File: config.mk
export PLATFORM = sky130hd
export DESIGN_NAME = adc_mode_and_channel_sequencer
export DESIGN_NICKNAME = d
export VERILOG_FILES = /design/src/hdl/adc_seq_pkg.sv /design/src/hdl/adc_mode_and_channel_sequencer.sv /design/src/hdl/setup_bank.sv
export VERILOG_INCLUDE_DIRS = /design/src /design/src/hdl
export SDC_FILE = /design/constraint.sdc
export NUM_CORES = 2
export LEC_CHECK = 0
export BUFFER_PORTS_ARGS = -buffer_cell sky130_fd_sc_hd__buf_2
export CAP_MARGIN = 20
export CORE_MARGIN = 3
export CORE_UTILIZATION = 35
export DETAILED_ROUTE_END_ITERATION = 16
export PLACE_DENSITY = 0.61
export SKIP_CTS_REPAIR_TIMING = 1
export SYNTH_ARGS = -nofsm -noshare
export SYNTH_HDL_FRONTEND = slang
export SYNTH_SLANG_ARGS = --single-unit
export TNS_END_PERCENT = 50
File: constraint.sdc
create_clock -name pclk -period 5.5 [get_ports pclk]
set_clock_uncertainty 0.1 [all_clocks]
set_input_delay 1.1 -clock pclk [delete_from_list [all_inputs] [get_ports pclk]]
set_output_delay 1.1 -clock pclk [all_outputs]
set_load 0.02 [all_outputs]
File: src/hdl/adc_seq_defs.svh
`ifndef ADC_SEQ_DEFS_SVH
`define ADC_SEQ_DEFS_SVH

// register indices; byte address is four times the index
`define IDX_STATUS      6'h00
`define IDX_CONV_CTRL   6'h01
`define IDX_IFACE_CFG   6'h02
`define IDX_CHAN_BASE   6'h10
`define IDX_SETUP_CFG   6'h20
`define IDX_FILTER_CFG  6'h28
`define IDX_ZERO_COEF   6'h30
`define IDX_SCALE_COEF  6'h38

// reset values
`define RST_CONV_CTRL   16'ha000
`define RST_IFACE_CFG   16'h0000
`define RST_CHAN        16'h0000
`define RST_SETUP_CFG   24'h001320
`define RST_FILTER_CFG  24'h000500
`define RST_ZERO_COEF   24'h800000
`define RST_SCALE_COEF  24'h500000

// conversion_control fields
`define CC_REF_EN       15
`define CC_HIDE         14
`define CC_ONE_CYC      13
`define CC_DELAY_HI     10
`define CC_DELAY_LO     8
`define CC_MODE_HI      6
`define CC_MODE_LO      4
`define CC_CLK_HI       3
`define CC_CLK_LO       2

// interface_config fields
`define IF_ALTERNATE_SYNC_BEHAVIOUR     12
`define IF_DRIVE        11
`define IF_DOUT_RESET   8
`define IF_CONT_READ    7
`define IF_DATA_STAT    6
`define IF_REG_CHECK    5
`define IF_CRC_HI       3
`define IF_CRC_LO       2
`define IF_SHORT_WORD_LENGTH         0

// channel_register fields
`define CH_EN           15
`define CH_SETUP_HI     14
`define CH_SETUP_LO     12
`define CH_POS_HI       9
`define CH_POS_LO       5
`define CH_NEG_HI       4
`define CH_NEG_LO       0

// setup_configuration reference select field
`define SU_REF_HI       5
`define SU_REF_LO       4

// cycles of one conversion period
`define CONV_CYCLES     16'd16

`endif

File: src/hdl/adc_seq_pkg.sv
package adc_seq_pkg;

  typedef enum logic [2:0] {
    MODE_CONTINUOUS = 3'h0,
    MODE_SINGLE     = 3'h1,
    MODE_STANDBY    = 3'h2,
    MODE_POWER_DOWN = 3'h3,
    MODE_INT_ZERO   = 3'h4,
    MODE_INT_SCALE  = 3'h5,
    MODE_SYS_ZERO   = 3'h6,
    MODE_SYS_SCALE  = 3'h7
  } conv_mode_t;

  typedef enum logic [1:0] {
    SEQ_IDLE = 2'b01,
    SEQ_RUN  = 2'b10
  } seq_state_t;

  typedef struct packed {
    conv_mode_t  mode;
    logic [1:0]  clock_source_select;
    logic        ref_enable;
    logic        conceal_settling_wait;
    logic        one_cycle_settling;
    logic [2:0]  settle_delay;
    logic [1:0]  ref_select;
    logic [3:0]  active_channel;
    logic [2:0]  active_setup;
    logic [4:0]  pos_input;
    logic [4:0]  neg_input;
    logic        converting;
    logic        conversion_done;
    logic        standby;
    logic        power_down;
    logic        calibrating;
  } conv_out_t;

  typedef struct packed {
    logic        short_word_length;
    logic [1:0]  checksum_mode;
    logic        append_status;
    logic        continuous_read_enable;
    logic        reg_check;
    logic        alternate_sync_behaviour;
    logic        output_drive_strength;
    logic        dout_reset;
  } iface_out_t;

endpackage

File: src/hdl/adc_mode_and_channel_sequencer.sv
// What this block does
// RULE1 - mode field picks continuous or single conversion
// RULE2 - mode field also picks standby, power-down, calibrations
// RULE3 - control holds clock source and reference enable
// RULE4 - reference source comes from active channel's setup
// RULE5 - interface register: word length, checksum, status, continuous
// RULE6 - channel MSB enables it; only enabled channels convert; a mode write mid-run with none enabled still converts channel 15
// RULE7 - sequencer ascends through enabled channels, then wraps
// RULE8 - any channel maps to any of eight setups
// RULE9 - host programs only setups it uses; coefficients optional
// RULE10 - setup words at 0x20, 0x28, 0x38, 0x30 plus n
// RULE11 - reference enable is bit 15, set at power-up
// RULE12 - single mode converts once, then stops
`timescale 1ns/10ps
`include "adc_seq_defs.svh"

module adc_mode_and_channel_sequencer
  import adc_seq_pkg::*;
#(
  parameter logic [23:0] SCALE_RESET = `RST_SCALE_COEF
) (
  // clock and reset
  input  wire logic        pclk,
  input  wire logic        presetn,
  // apb slave
  input  wire logic        psel,
  input  wire logic        penable,
  input  wire logic        pwrite,
  input  wire logic [7:0]  paddr,
  input  wire logic [31:0] pwdata,
  output logic      [31:0] prdata,
  output logic             pready,
  output logic             pslverr,
  // converter control
  output conv_out_t        conv_out,
  output iface_out_t       iface_out
);

  typedef struct packed {
    logic [15:0]       conv_ctrl;
    logic [15:0]       iface;
    logic [15:0][15:0] chan;
    logic [7:0][1:0]   ref_sel;
    seq_state_t        seq;
    logic [3:0]        cur_ch;
    logic [15:0]       cnt;
    logic              done;
    logic              ready_flag;
    logic [31:0]       rdata;
    logic              rd_mem;
  } core_state_t;

  core_state_t st;
  core_state_t next_st;

  // shadow selects wake up as the setup words' own reset value says
  localparam logic [23:0] SETUP_RESET = `RST_SETUP_CFG;

  logic [5:0]  idx;
  logic        setup_phase;
  logic        wr_access;
  logic        rd_access;
  logic        mapped;
  logic        in_bank;
  logic        wr_conv;
  logic        wr_chan;
  logic [15:0] en_mask;
  logic [3:0]  nxt_ch;
  logic [3:0]  low_ch;
  logic [23:0] bank_rd;
  conv_mode_t  cur_mode;
  conv_mode_t  new_mode;

  // next enabled channel above cur, wrapping past 15
  function automatic logic [3:0] next_enabled(input logic [15:0] en,
                                              input logic [3:0]  cur);
    logic [3:0] pick;
    logic       found;
    logic [4:0] k;
    pick  = cur;
    found = 1'b0;
    k     = 5'h00;
    for (int i = 1; i <= 16; i++) begin
      k = 5'(cur) + 5'(i);
      if (!found && en[k[3:0]]) begin
        pick  = k[3:0];
        found = 1'b1;
      end
    end
    return pick;
  endfunction

  function automatic logic is_mapped(input logic [5:0] a);
    return (a <= `IDX_IFACE_CFG) || (a >= `IDX_CHAN_BASE);
  endfunction

  function automatic logic starts_run(input conv_mode_t m);
    return (m != MODE_STANDBY) && (m != MODE_POWER_DOWN);
  endfunction

  assign idx         = paddr[7:2];
  assign setup_phase = psel && !penable;
  assign mapped      = is_mapped(idx) && (paddr[1:0] == 2'b00);
  assign wr_access   = psel && penable && pwrite && mapped;
  assign rd_access   = psel && penable && !pwrite && mapped;
  assign in_bank     = idx >= `IDX_SETUP_CFG;
  assign wr_conv     = wr_access && (idx == `IDX_CONV_CTRL);
  assign wr_chan     = wr_access && (idx[5:4] == 2'b01);
  assign cur_mode    = conv_mode_t'(st.conv_ctrl[`CC_MODE_HI:`CC_MODE_LO]);
  assign new_mode    = conv_mode_t'(pwdata[`CC_MODE_HI:`CC_MODE_LO]);
  assign nxt_ch      = next_enabled(en_mask, st.cur_ch);
  assign low_ch      = next_enabled(en_mask, 4'hf);

  always_comb begin
    for (int i = 0; i < 16; i++) begin
      en_mask[i] = st.chan[i][`CH_EN];
    end
  end

  // setup, filter, zero and scale words of all eight setups
  setup_bank #(
    .SCALE_RESET (SCALE_RESET)
  ) u_bank (
    .pclk    (pclk),
    .presetn (presetn),
    .wr_en   (wr_access && in_bank), // RULE10
    .wr_addr (idx[4:0]),
    .wr_data (pwdata[23:0]),
    .rd_addr (idx[4:0]),
    .rd_data (bank_rd)
  );

  always_comb begin
    next_st      = st;
    next_st.done = 1'b0;

    // read data captured in the setup phase so the access needs no wait
    if (setup_phase) begin
      next_st.rd_mem = in_bank && !pwrite;
      next_st.rdata  = 32'h00000000;
      if (idx == `IDX_STATUS) begin
        next_st.rdata = {26'h0, st.ready_flag, (st.seq == SEQ_RUN), st.cur_ch};
      end else if (idx == `IDX_CONV_CTRL) begin
        next_st.rdata = {16'h0000, st.conv_ctrl};
      end else if (idx == `IDX_IFACE_CFG) begin
        next_st.rdata = {16'h0000, st.iface};
      end else if (idx[5:4] == 2'b01) begin
        next_st.rdata = {16'h0000, st.chan[idx[3:0]]};
      end
    end

    if (rd_access && (idx == `IDX_STATUS)) begin
      next_st.ready_flag = 1'b0;
    end

    if (wr_access) begin
      if (idx == `IDX_CONV_CTRL) begin
        next_st.conv_ctrl = pwdata[15:0]; // RULE3
      end else if (idx == `IDX_IFACE_CFG) begin
        next_st.iface = pwdata[15:0]; // RULE5
      end else if (idx[5:4] == 2'b01) begin
        next_st.chan[idx[3:0]] = pwdata[15:0]; // RULE8
      end else if (idx[5:3] == 3'b100) begin
        // shadow of each setup's reference select for the live mux
        next_st.ref_sel[idx[2:0]] = pwdata[`SU_REF_HI:`SU_REF_LO]; // RULE4
      end
    end

    case (st.seq)
      SEQ_IDLE: begin
        // a mode write is the request; only enabled channels run
        if (wr_conv && starts_run(new_mode) && (en_mask != 16'h0000)) begin // RULE6
          next_st.seq    = SEQ_RUN;
          next_st.cur_ch = low_ch;
          next_st.cnt    = `CONV_CYCLES - 16'd1;
        end
      end
      SEQ_RUN: begin
        if (wr_conv && !starts_run(new_mode)) begin
          next_st.seq = SEQ_IDLE; // RULE2
        end else if (wr_conv) begin
          next_st.cur_ch = low_ch;
          next_st.cnt    = `CONV_CYCLES - 16'd1;
        end else if (st.cnt != 16'd0) begin
          next_st.cnt = st.cnt - 16'd1;
        end else begin
          next_st.done       = 1'b1;
          next_st.ready_flag = 1'b1;
          if ((cur_mode == MODE_CONTINUOUS) && (en_mask != 16'h0000)) begin // RULE1
            next_st.cur_ch = nxt_ch; // RULE7
            next_st.cnt    = `CONV_CYCLES - 16'd1;
          end else begin
            // single and calibration runs wait for the next mode write
            next_st.seq = SEQ_IDLE; // RULE12
          end
        end
      end
      default: begin
        next_st.seq = SEQ_IDLE;
      end
    endcase
  end

  always_ff @(posedge pclk or negedge presetn) begin
    if (!presetn) begin
      st            <= '0;
      st.conv_ctrl  <= `RST_CONV_CTRL; // RULE11
      st.iface      <= `RST_IFACE_CFG;
      st.chan       <= {16{`RST_CHAN}};
      st.ref_sel    <= {8{SETUP_RESET[`SU_REF_HI:`SU_REF_LO]}};
      st.seq        <= SEQ_IDLE;
    end else begin
      st <= next_st;
    end
  end

  // bus answers in the access phase with no wait state
  assign pready  = 1'b1;
  assign pslverr = psel && penable && !mapped;
  assign prdata  = st.rd_mem ? {8'h00, bank_rd} : st.rdata;

  always_comb begin
    conv_out.mode                  = cur_mode;
    conv_out.clock_source_select   = st.conv_ctrl[`CC_CLK_HI:`CC_CLK_LO];
    conv_out.ref_enable            = st.conv_ctrl[`CC_REF_EN];
    conv_out.conceal_settling_wait = st.conv_ctrl[`CC_HIDE];
    conv_out.one_cycle_settling    = st.conv_ctrl[`CC_ONE_CYC];
    conv_out.settle_delay          = st.conv_ctrl[`CC_DELAY_HI:`CC_DELAY_LO];
    conv_out.active_channel        = st.cur_ch;
    conv_out.active_setup          = st.chan[st.cur_ch][`CH_SETUP_HI:`CH_SETUP_LO];
    conv_out.ref_select            = st.ref_sel[conv_out.active_setup]; // RULE4
    conv_out.pos_input             = st.chan[st.cur_ch][`CH_POS_HI:`CH_POS_LO];
    conv_out.neg_input             = st.chan[st.cur_ch][`CH_NEG_HI:`CH_NEG_LO];
    conv_out.converting            = (st.seq == SEQ_RUN);
    conv_out.conversion_done       = st.done;
    conv_out.standby               = (cur_mode == MODE_STANDBY);
    conv_out.power_down            = (cur_mode == MODE_POWER_DOWN);
    conv_out.calibrating           = cur_mode[2] && (st.seq == SEQ_RUN);
  end

  always_comb begin
    iface_out.short_word_length        = st.iface[`IF_SHORT_WORD_LENGTH];
    iface_out.checksum_mode            = st.iface[`IF_CRC_HI:`IF_CRC_LO];
    iface_out.append_status            = st.iface[`IF_DATA_STAT];
    iface_out.continuous_read_enable   = st.iface[`IF_CONT_READ];
    iface_out.reg_check                = st.iface[`IF_REG_CHECK];
    iface_out.alternate_sync_behaviour = st.iface[`IF_ALTERNATE_SYNC_BEHAVIOUR];
    iface_out.output_drive_strength    = st.iface[`IF_DRIVE];
    iface_out.dout_reset               = st.iface[`IF_DOUT_RESET];
  end
endmodule

File: src/hdl/setup_bank.sv
`timescale 1ns/10ps
`include "adc_seq_defs.svh"

// 32 words of setups: four groups of eight, registered read
module setup_bank
  import adc_seq_pkg::*;
#(
  parameter logic [23:0] SCALE_RESET = `RST_SCALE_COEF
) (
  // clock and reset
  input  wire logic        pclk,
  input  wire logic        presetn,
  // write port
  input  wire logic        wr_en,
  input  wire logic [4:0]  wr_addr,
  input  wire logic [23:0] wr_data,
  // read port
  input  wire logic [4:0]  rd_addr,
  output logic      [23:0] rd_data
);

  typedef struct packed {
    logic [31:0][23:0] word;
    logic [23:0]       rd_data;
  } bank_state_t;

  bank_state_t st;
  bank_state_t next_st;

  // group of the word picks its power-on value
  function automatic logic [23:0] reset_word(input logic [4:0] a);
    logic [23:0] v;
    v = `RST_SETUP_CFG;
    case (a[4:3])
      2'd0:    v = `RST_SETUP_CFG;
      2'd1:    v = `RST_FILTER_CFG;
      2'd2:    v = `RST_ZERO_COEF;
      2'd3:    v = SCALE_RESET;
      default: v = `RST_SETUP_CFG;
    endcase
    return v;
  endfunction

  always_comb begin
    next_st         = st;
    next_st.rd_data = st.word[rd_addr];
    if (wr_en) begin
      next_st.word[wr_addr] = wr_data;
    end
  end

  always_ff @(posedge pclk or negedge presetn) begin
    if (!presetn) begin
      for (int i = 0; i < 32; i++) begin
        st.word[i] <= reset_word(5'(i));
      end
      st.rd_data <= 24'h000000;
    end else begin
      st <= next_st;
    end
  end

  assign rd_data = st.rd_data;

endmodule

Yosys cells after proc, flatten, opt, wreduce, memory -nomap -nowiden:

Index checks and enable logic that the tools add are counted.

* magnitude comparators: 27
* reductions and logical operators: 99
* bitwise operators: 3
* equality and inequality tests: 19
* mux-type cells: 131
* add/subtract/negate cells: 17

Operators by type and width (count)
* bitwise mux 768 bit: 1
* bitwise mux 256 bit: 1
* binary-select mux 16 bit (select 4 bit): 2
* two-way mux 4 bit: 32
* binary-select mux 24 bit (select 5 bit): 1
* demux 24 bit (select 5 bit): 1
* two-way mux 16 bit: 6
* < comparator 4 x 5 -> 1 bit (second input constant): 18
* binary-select mux 1 bit (select 4 bit): 16
* demux 16 bit (select 4 bit): 1
* two-way mux 32 bit: 2
* logical AND 1 bit: 51
* two-way mux 24 bit: 2
* two-way mux 1 bit: 47
* two-way mux 22 bit: 2
* two-way mux 20 bit: 2
* case mux 20 bit (2 select lines): 1
* zero test 1 bit: 34
* adder 4 bit (second input constant): 8
* nonzero test 16 bit: 2
* inequality test 18 x 1 -> 1 bit (second input constant): 1
* adder 4 x 3 -> 4 bit (second input constant): 4
* bitwise mux 16 bit: 1
* two-way mux 2 bit: 8
* 38 further kinds: 52

* output and inout port bits: 78
* input bits: 45
* register bits after elaboration: 1153

Depth between registers and ports, before layout:

* word-level depth: 54
* mapped depth: 20
* gate-level depth less buffers: 11

Hierarchy:

A second synthesis with hierarchy kept.

* cells, all modules: 4140
* area, all modules: 57052.2 um^2

Modules (own cells, without submodules)
* setup_bank: cells each 2650, times used 1, area each 36548.8 um^2, seq. area each 19909.1 um^2
* adc_mode_and_channel_sequencer: cells each 1490, times used 1, area each 20503.4 um^2, seq. area each 8647.0 um^2

Least setup slack after synthesis:

OpenSTA, ideal clock, no wires.

* kind: reg2reg
* start: reg st, in the netlist conv_out[18]
* end: reg st, in the netlist conv_out[19]
* data required time: 5.275 ns
* cell stages (with the launch flop): 20
* setup time: 0.125 ns
* buffers on the path: 8
* path slack: -0.228 ns
* period minus slack after synthesis: 5.728 ns
* arrival: 5.503 ns
* cell sequence: dfrtp_1 buf_6 buf_6 buf_2 buf_2 clkbuf_1 buf_1 inv_1 ha_1 clkbuf_2 inv_1 buf_1 mux2_2 mux4_2 nor4_2 nand4_2 o311a_1 o21a_1 o21ai_2 mux2_2

* word-level cells in the longest chain between the ends: 54
* elaborated cells on any way between the ends: 116
* those cells by class: 16 x add/sub; 1 x eq/ne; 68 x mux; 31 x reduce/logical

RTL lines
* start: declaration: RTL line adc_mode_and_channel_sequencer.sv:53 `core_state_t st;`
* start signal: assignment: RTL line adc_mode_and_channel_sequencer.sv:213 `st <= next_st;`
* adder 4 x 1 -> 4 bit: RTL line adc_mode_and_channel_sequencer.sv:84 `k = 5'(cur) + 5'(i);`
* binary-select mux 1 bit (select 4 bit): RTL line adc_mode_and_channel_sequencer.sv:85 `if (!found && en[k[3:0]]) begin`
* two-way mux 1 bit (not written as such): RTL line adc_mode_and_channel_sequencer.sv:85
* two-way mux 1 bit: RTL line adc_mode_and_channel_sequencer.sv:85
* zero test 1 bit: RTL line adc_mode_and_channel_sequencer.sv:85
* logical AND 1 bit: RTL line adc_mode_and_channel_sequencer.sv:85
* two-way mux 1 bit: RTL line adc_mode_and_channel_sequencer.sv:85
* zero test 1 bit: RTL line adc_mode_and_channel_sequencer.sv:85
* [38 not listed]
* zero test 1 bit: RTL line adc_mode_and_channel_sequencer.sv:85
* logical AND 1 bit: RTL line adc_mode_and_channel_sequencer.sv:85
* two-way mux 4 bit: RTL line adc_mode_and_channel_sequencer.sv:85
* two-way mux 20 bit: RTL line adc_mode_and_channel_sequencer.sv:189 `if ((cur_mode == MODE_CONTINUOUS) && (en_mask != 16'h0000)) begin`
* two-way mux 6 bit: RTL line adc_mode_and_channel_sequencer.sv:184 `end else if (st.cnt != 16'd0) begin`
* two-way mux 20 bit: RTL line adc_mode_and_channel_sequencer.sv:181 `end else if (wr_conv) begin`
* two-way mux 22 bit: RTL line adc_mode_and_channel_sequencer.sv:179 `if (wr_conv && !starts_run(new_mode)) begin`
* case mux 20 bit (2 select lines): RTL line adc_mode_and_channel_sequencer.sv:169 `case (st.seq)`

Parallel ways exist; a longest one is shown, timed or not. The select of a mux whose other input is x is not followed.
A chain may end at the register's enable or synchronous reset.

==> qor.txt <==
outcome - complete, no violations
layout cells sized above 1 - 0.564
largest net degree at the start of global routing - 156
# rows - 145
Yosys top cell area share - 0.477
top cells by count, synth - mux2_2 (1117), dfrtp_1 (1054), mux4_2 (411)
Final WS setup - 0.199 ns
CP Launch Type - flop
final setup violating endpoints - 0
Int Power - 15.1 mW
maximum vdd drop - 0.412 mV
Max Fanout on Critical Path - 17
Die H - 404 µm
gate count of the mapped netlist - 3619
Worst-path clk slew - 0.06 ns
Final GP Congestion - 0.876
Area Growth Syn to Fin - 13.4%
Cells after DPL - 5539
CP endpoint kind - output port
CP cell instances - buf_4, mux4_2, mux4_2, nor2_1, a21oi_1, mux4_2, inv_1, buf_2
Hold Vio Cnt, Final - 0
initial antenna violation count - 6
Slew headroom - 0.236
Post-Route WL - 147 mm
non-filler cells, final - 5784
Final min period - 5.30 ns
Clock Tree Buf Depth - 3
Net Sw Frac - 0.291
P_leak - 28.9 nW
layout net count - 3670
maxcap violations - 0
CP max-delay cell - mux4_2
Reg2Reg Setup Slack - 0.90 ns
Reg power frac - 0.409
Hold Path Class - in2async
type of the worst setup path - reg2out
CP peak stage delay - 0.66 ns
Initial Util - 0.353
Fin Setup TNS - 0 ns
I/O Buffers - 105
dpl ws - 0.763 ns
core footprint - 157000 µm²
power share of the combinational group - 0.189
worst-margin pin slew - 1.14 ns
Tot GR Track Use - 0.181
Synth Area per Inst - 15.3 µm²
CP arrival - 4.10 ns
H-tree lvl count - 4
Yosys cell types - 75
total net switching power - 6.21 mW
1st-pass router iterations - 7
Synth Flop Type - dfrtp_1
FF-to-FF End - conv_out[19]
vias in the first global route - 33685
post-synth top area cell - dfrtp_1
Routed Antenna Nets - 0
global-route wire length before repair - 223 mm
sequential area share after synthesis - 0.516
reg2reg path depth - 11
fmax - 189 MHz
Tcrit/Tclk final - 0.964
grt ovf - 0
share of total power in the clock network - 0.401
Synth warnings - 0
Worst-Skew Late Latency - 0.77 ns
top cells by area, synth - dfrtp_1 (48%), mux2_2 (23%), mux4_2 (17%)
drt wl/cell - 25.4 µm
Vias - 32187
# DRC - 0
IO Count - 123
total CTS buffers - 130
clk sinks - 1137
dpl hpwl - 87.9 mm
Vias/cell - 5.56
reg-to-reg startpoint - conv_out[18]
chip width - 404 µm
most used cell, CP - mux4_2
Slew Viols, Final - 0
RSZ-0062 raised after global routing - no
initial drt markers - 2584
fin util - 0.400
root buf cell - clkbuf_16
CTS tree - built
DIE AREA - 163000 µm²
Power Density - 340 nW/µm²
Worst EP required - 4.30 ns
most numerous cell in the Yosys netlist - mux2_2
Post-synth EDFFs - 0
register bit total from synthesis - 1137
Post-Syn Area - 55400 µm²
Fin Hold WS - 0.336 ns
Post-synth ARST share - 1.00
## cell usage in the layout (no fill, tap or decap), types with 19 or more instances in the layout
cell type	instances
mux2_2	1117
dfrtp_1	1049
mux4_2	411
clkbuf_16	131
nand2_1	114
buf_2	100
buf_4	91
dfstp_2	83
nor2_1	65
clkbuf_1	49
o21ai_0	41
mux2i_1	32
a21oi_1	28
buf_12	27
clkbuf_8	26
inv_1	25
nor2_4	21
nor3_1	19
## power groups by stage
stage / clock, mW / sequential, mW / combinational (mW)
6_report: 8.56 / 8.73 / 4.03
5_1_grt: 9.09 / 8.75 / 4.36
4_1_cts: 8.77 / 8.75 / 3.97
3_5_place_dp: 0 / 8.90 / 3.95
3_3_place_gp: 0 / 8.89 / 3.95
2_1_floorplan: 0 / 8.73 / 3.02
## per-layer routing
| layer | routed length, µm | track usage | up-vias |
|---|---|---|---|
| li1 | - | - | 13539 |
| met1 | 65800 | 0.249 | 17578 |
| met2 | 71300 | 0.298 | 830 |
| met3 | 6730 | 0.0290 | 234 |
| met4 | 3310 | 0.0476 | 6 |
| met5 | 54 | 0 | - |
## how the worst max path moves through the flow
stage	slack [ns]	from	depth (start not counted)	to
final	0.20	conv_out[18]	8	conv_out[22]
after global routing	0.06	conv_out[18]	8	conv_out[23]
after CTS	-0.02	conv_out[18]	8	conv_out[22]
after detailed placement	0.76	paddr[3]	9	u_bank.st[522]
after global placement	0.80	conv_out[18]	11	conv_out[19]
after floorplan	0.10	conv_out[18]	19	conv_out[19]
## worst max-delay path, delay by kind of cell, from the launching register on
family / cells / cell delay, ns
AOI/OAI and AO/OA: 1 / 0.05
buffers and inverters: 3 / 0.78
DFF: 1 / 0.65
muxes: 3 / 1.69
and+or+nand+nor: 1 / 0.15
## layout make-up
class,count,area [µm²]
antenna,6,15.0
clock inverter,32,425
inverter,27,101
tap,2058,2570
timing repair buffer,223,1810
fill,14444,94000
sequential,1137,28600
clock buffer,206,3820
multi-input combinational,2095,25400
## metrics by stage
stage / power [mW] / instance area, µm²
floorplan: 11.7 / 55400
global placement: 12.8 / 58500
detailed placement: 12.8 / 58500
CTS: 21.5 / 62700
global route: 22.2 / 62700
finish: 21.3 / 62800
## registers in the layout, summed over array words and instances (netlist names)
register        cells
u_bank.st         768
conv_out           16
st                304
u_bank.rd_data     24
iface_out           9
en_mask            16
## cell families (layout without fill, tap and decap cells)
family	Yosys count	in the layout	share of synthesized area
buf+inv	394	488	0.0296
xor+xnor	24	24	0.00380
other cells	2	15	0.000136
mux	1563	1563	0.401
simple gates	338	338	0.0285
flops	1137	1137	0.516
fa+ha+maj	11	11	0.00249
compound gates	150	150	0.0187
Note: power is estimated with default switching activity, not from simulation.
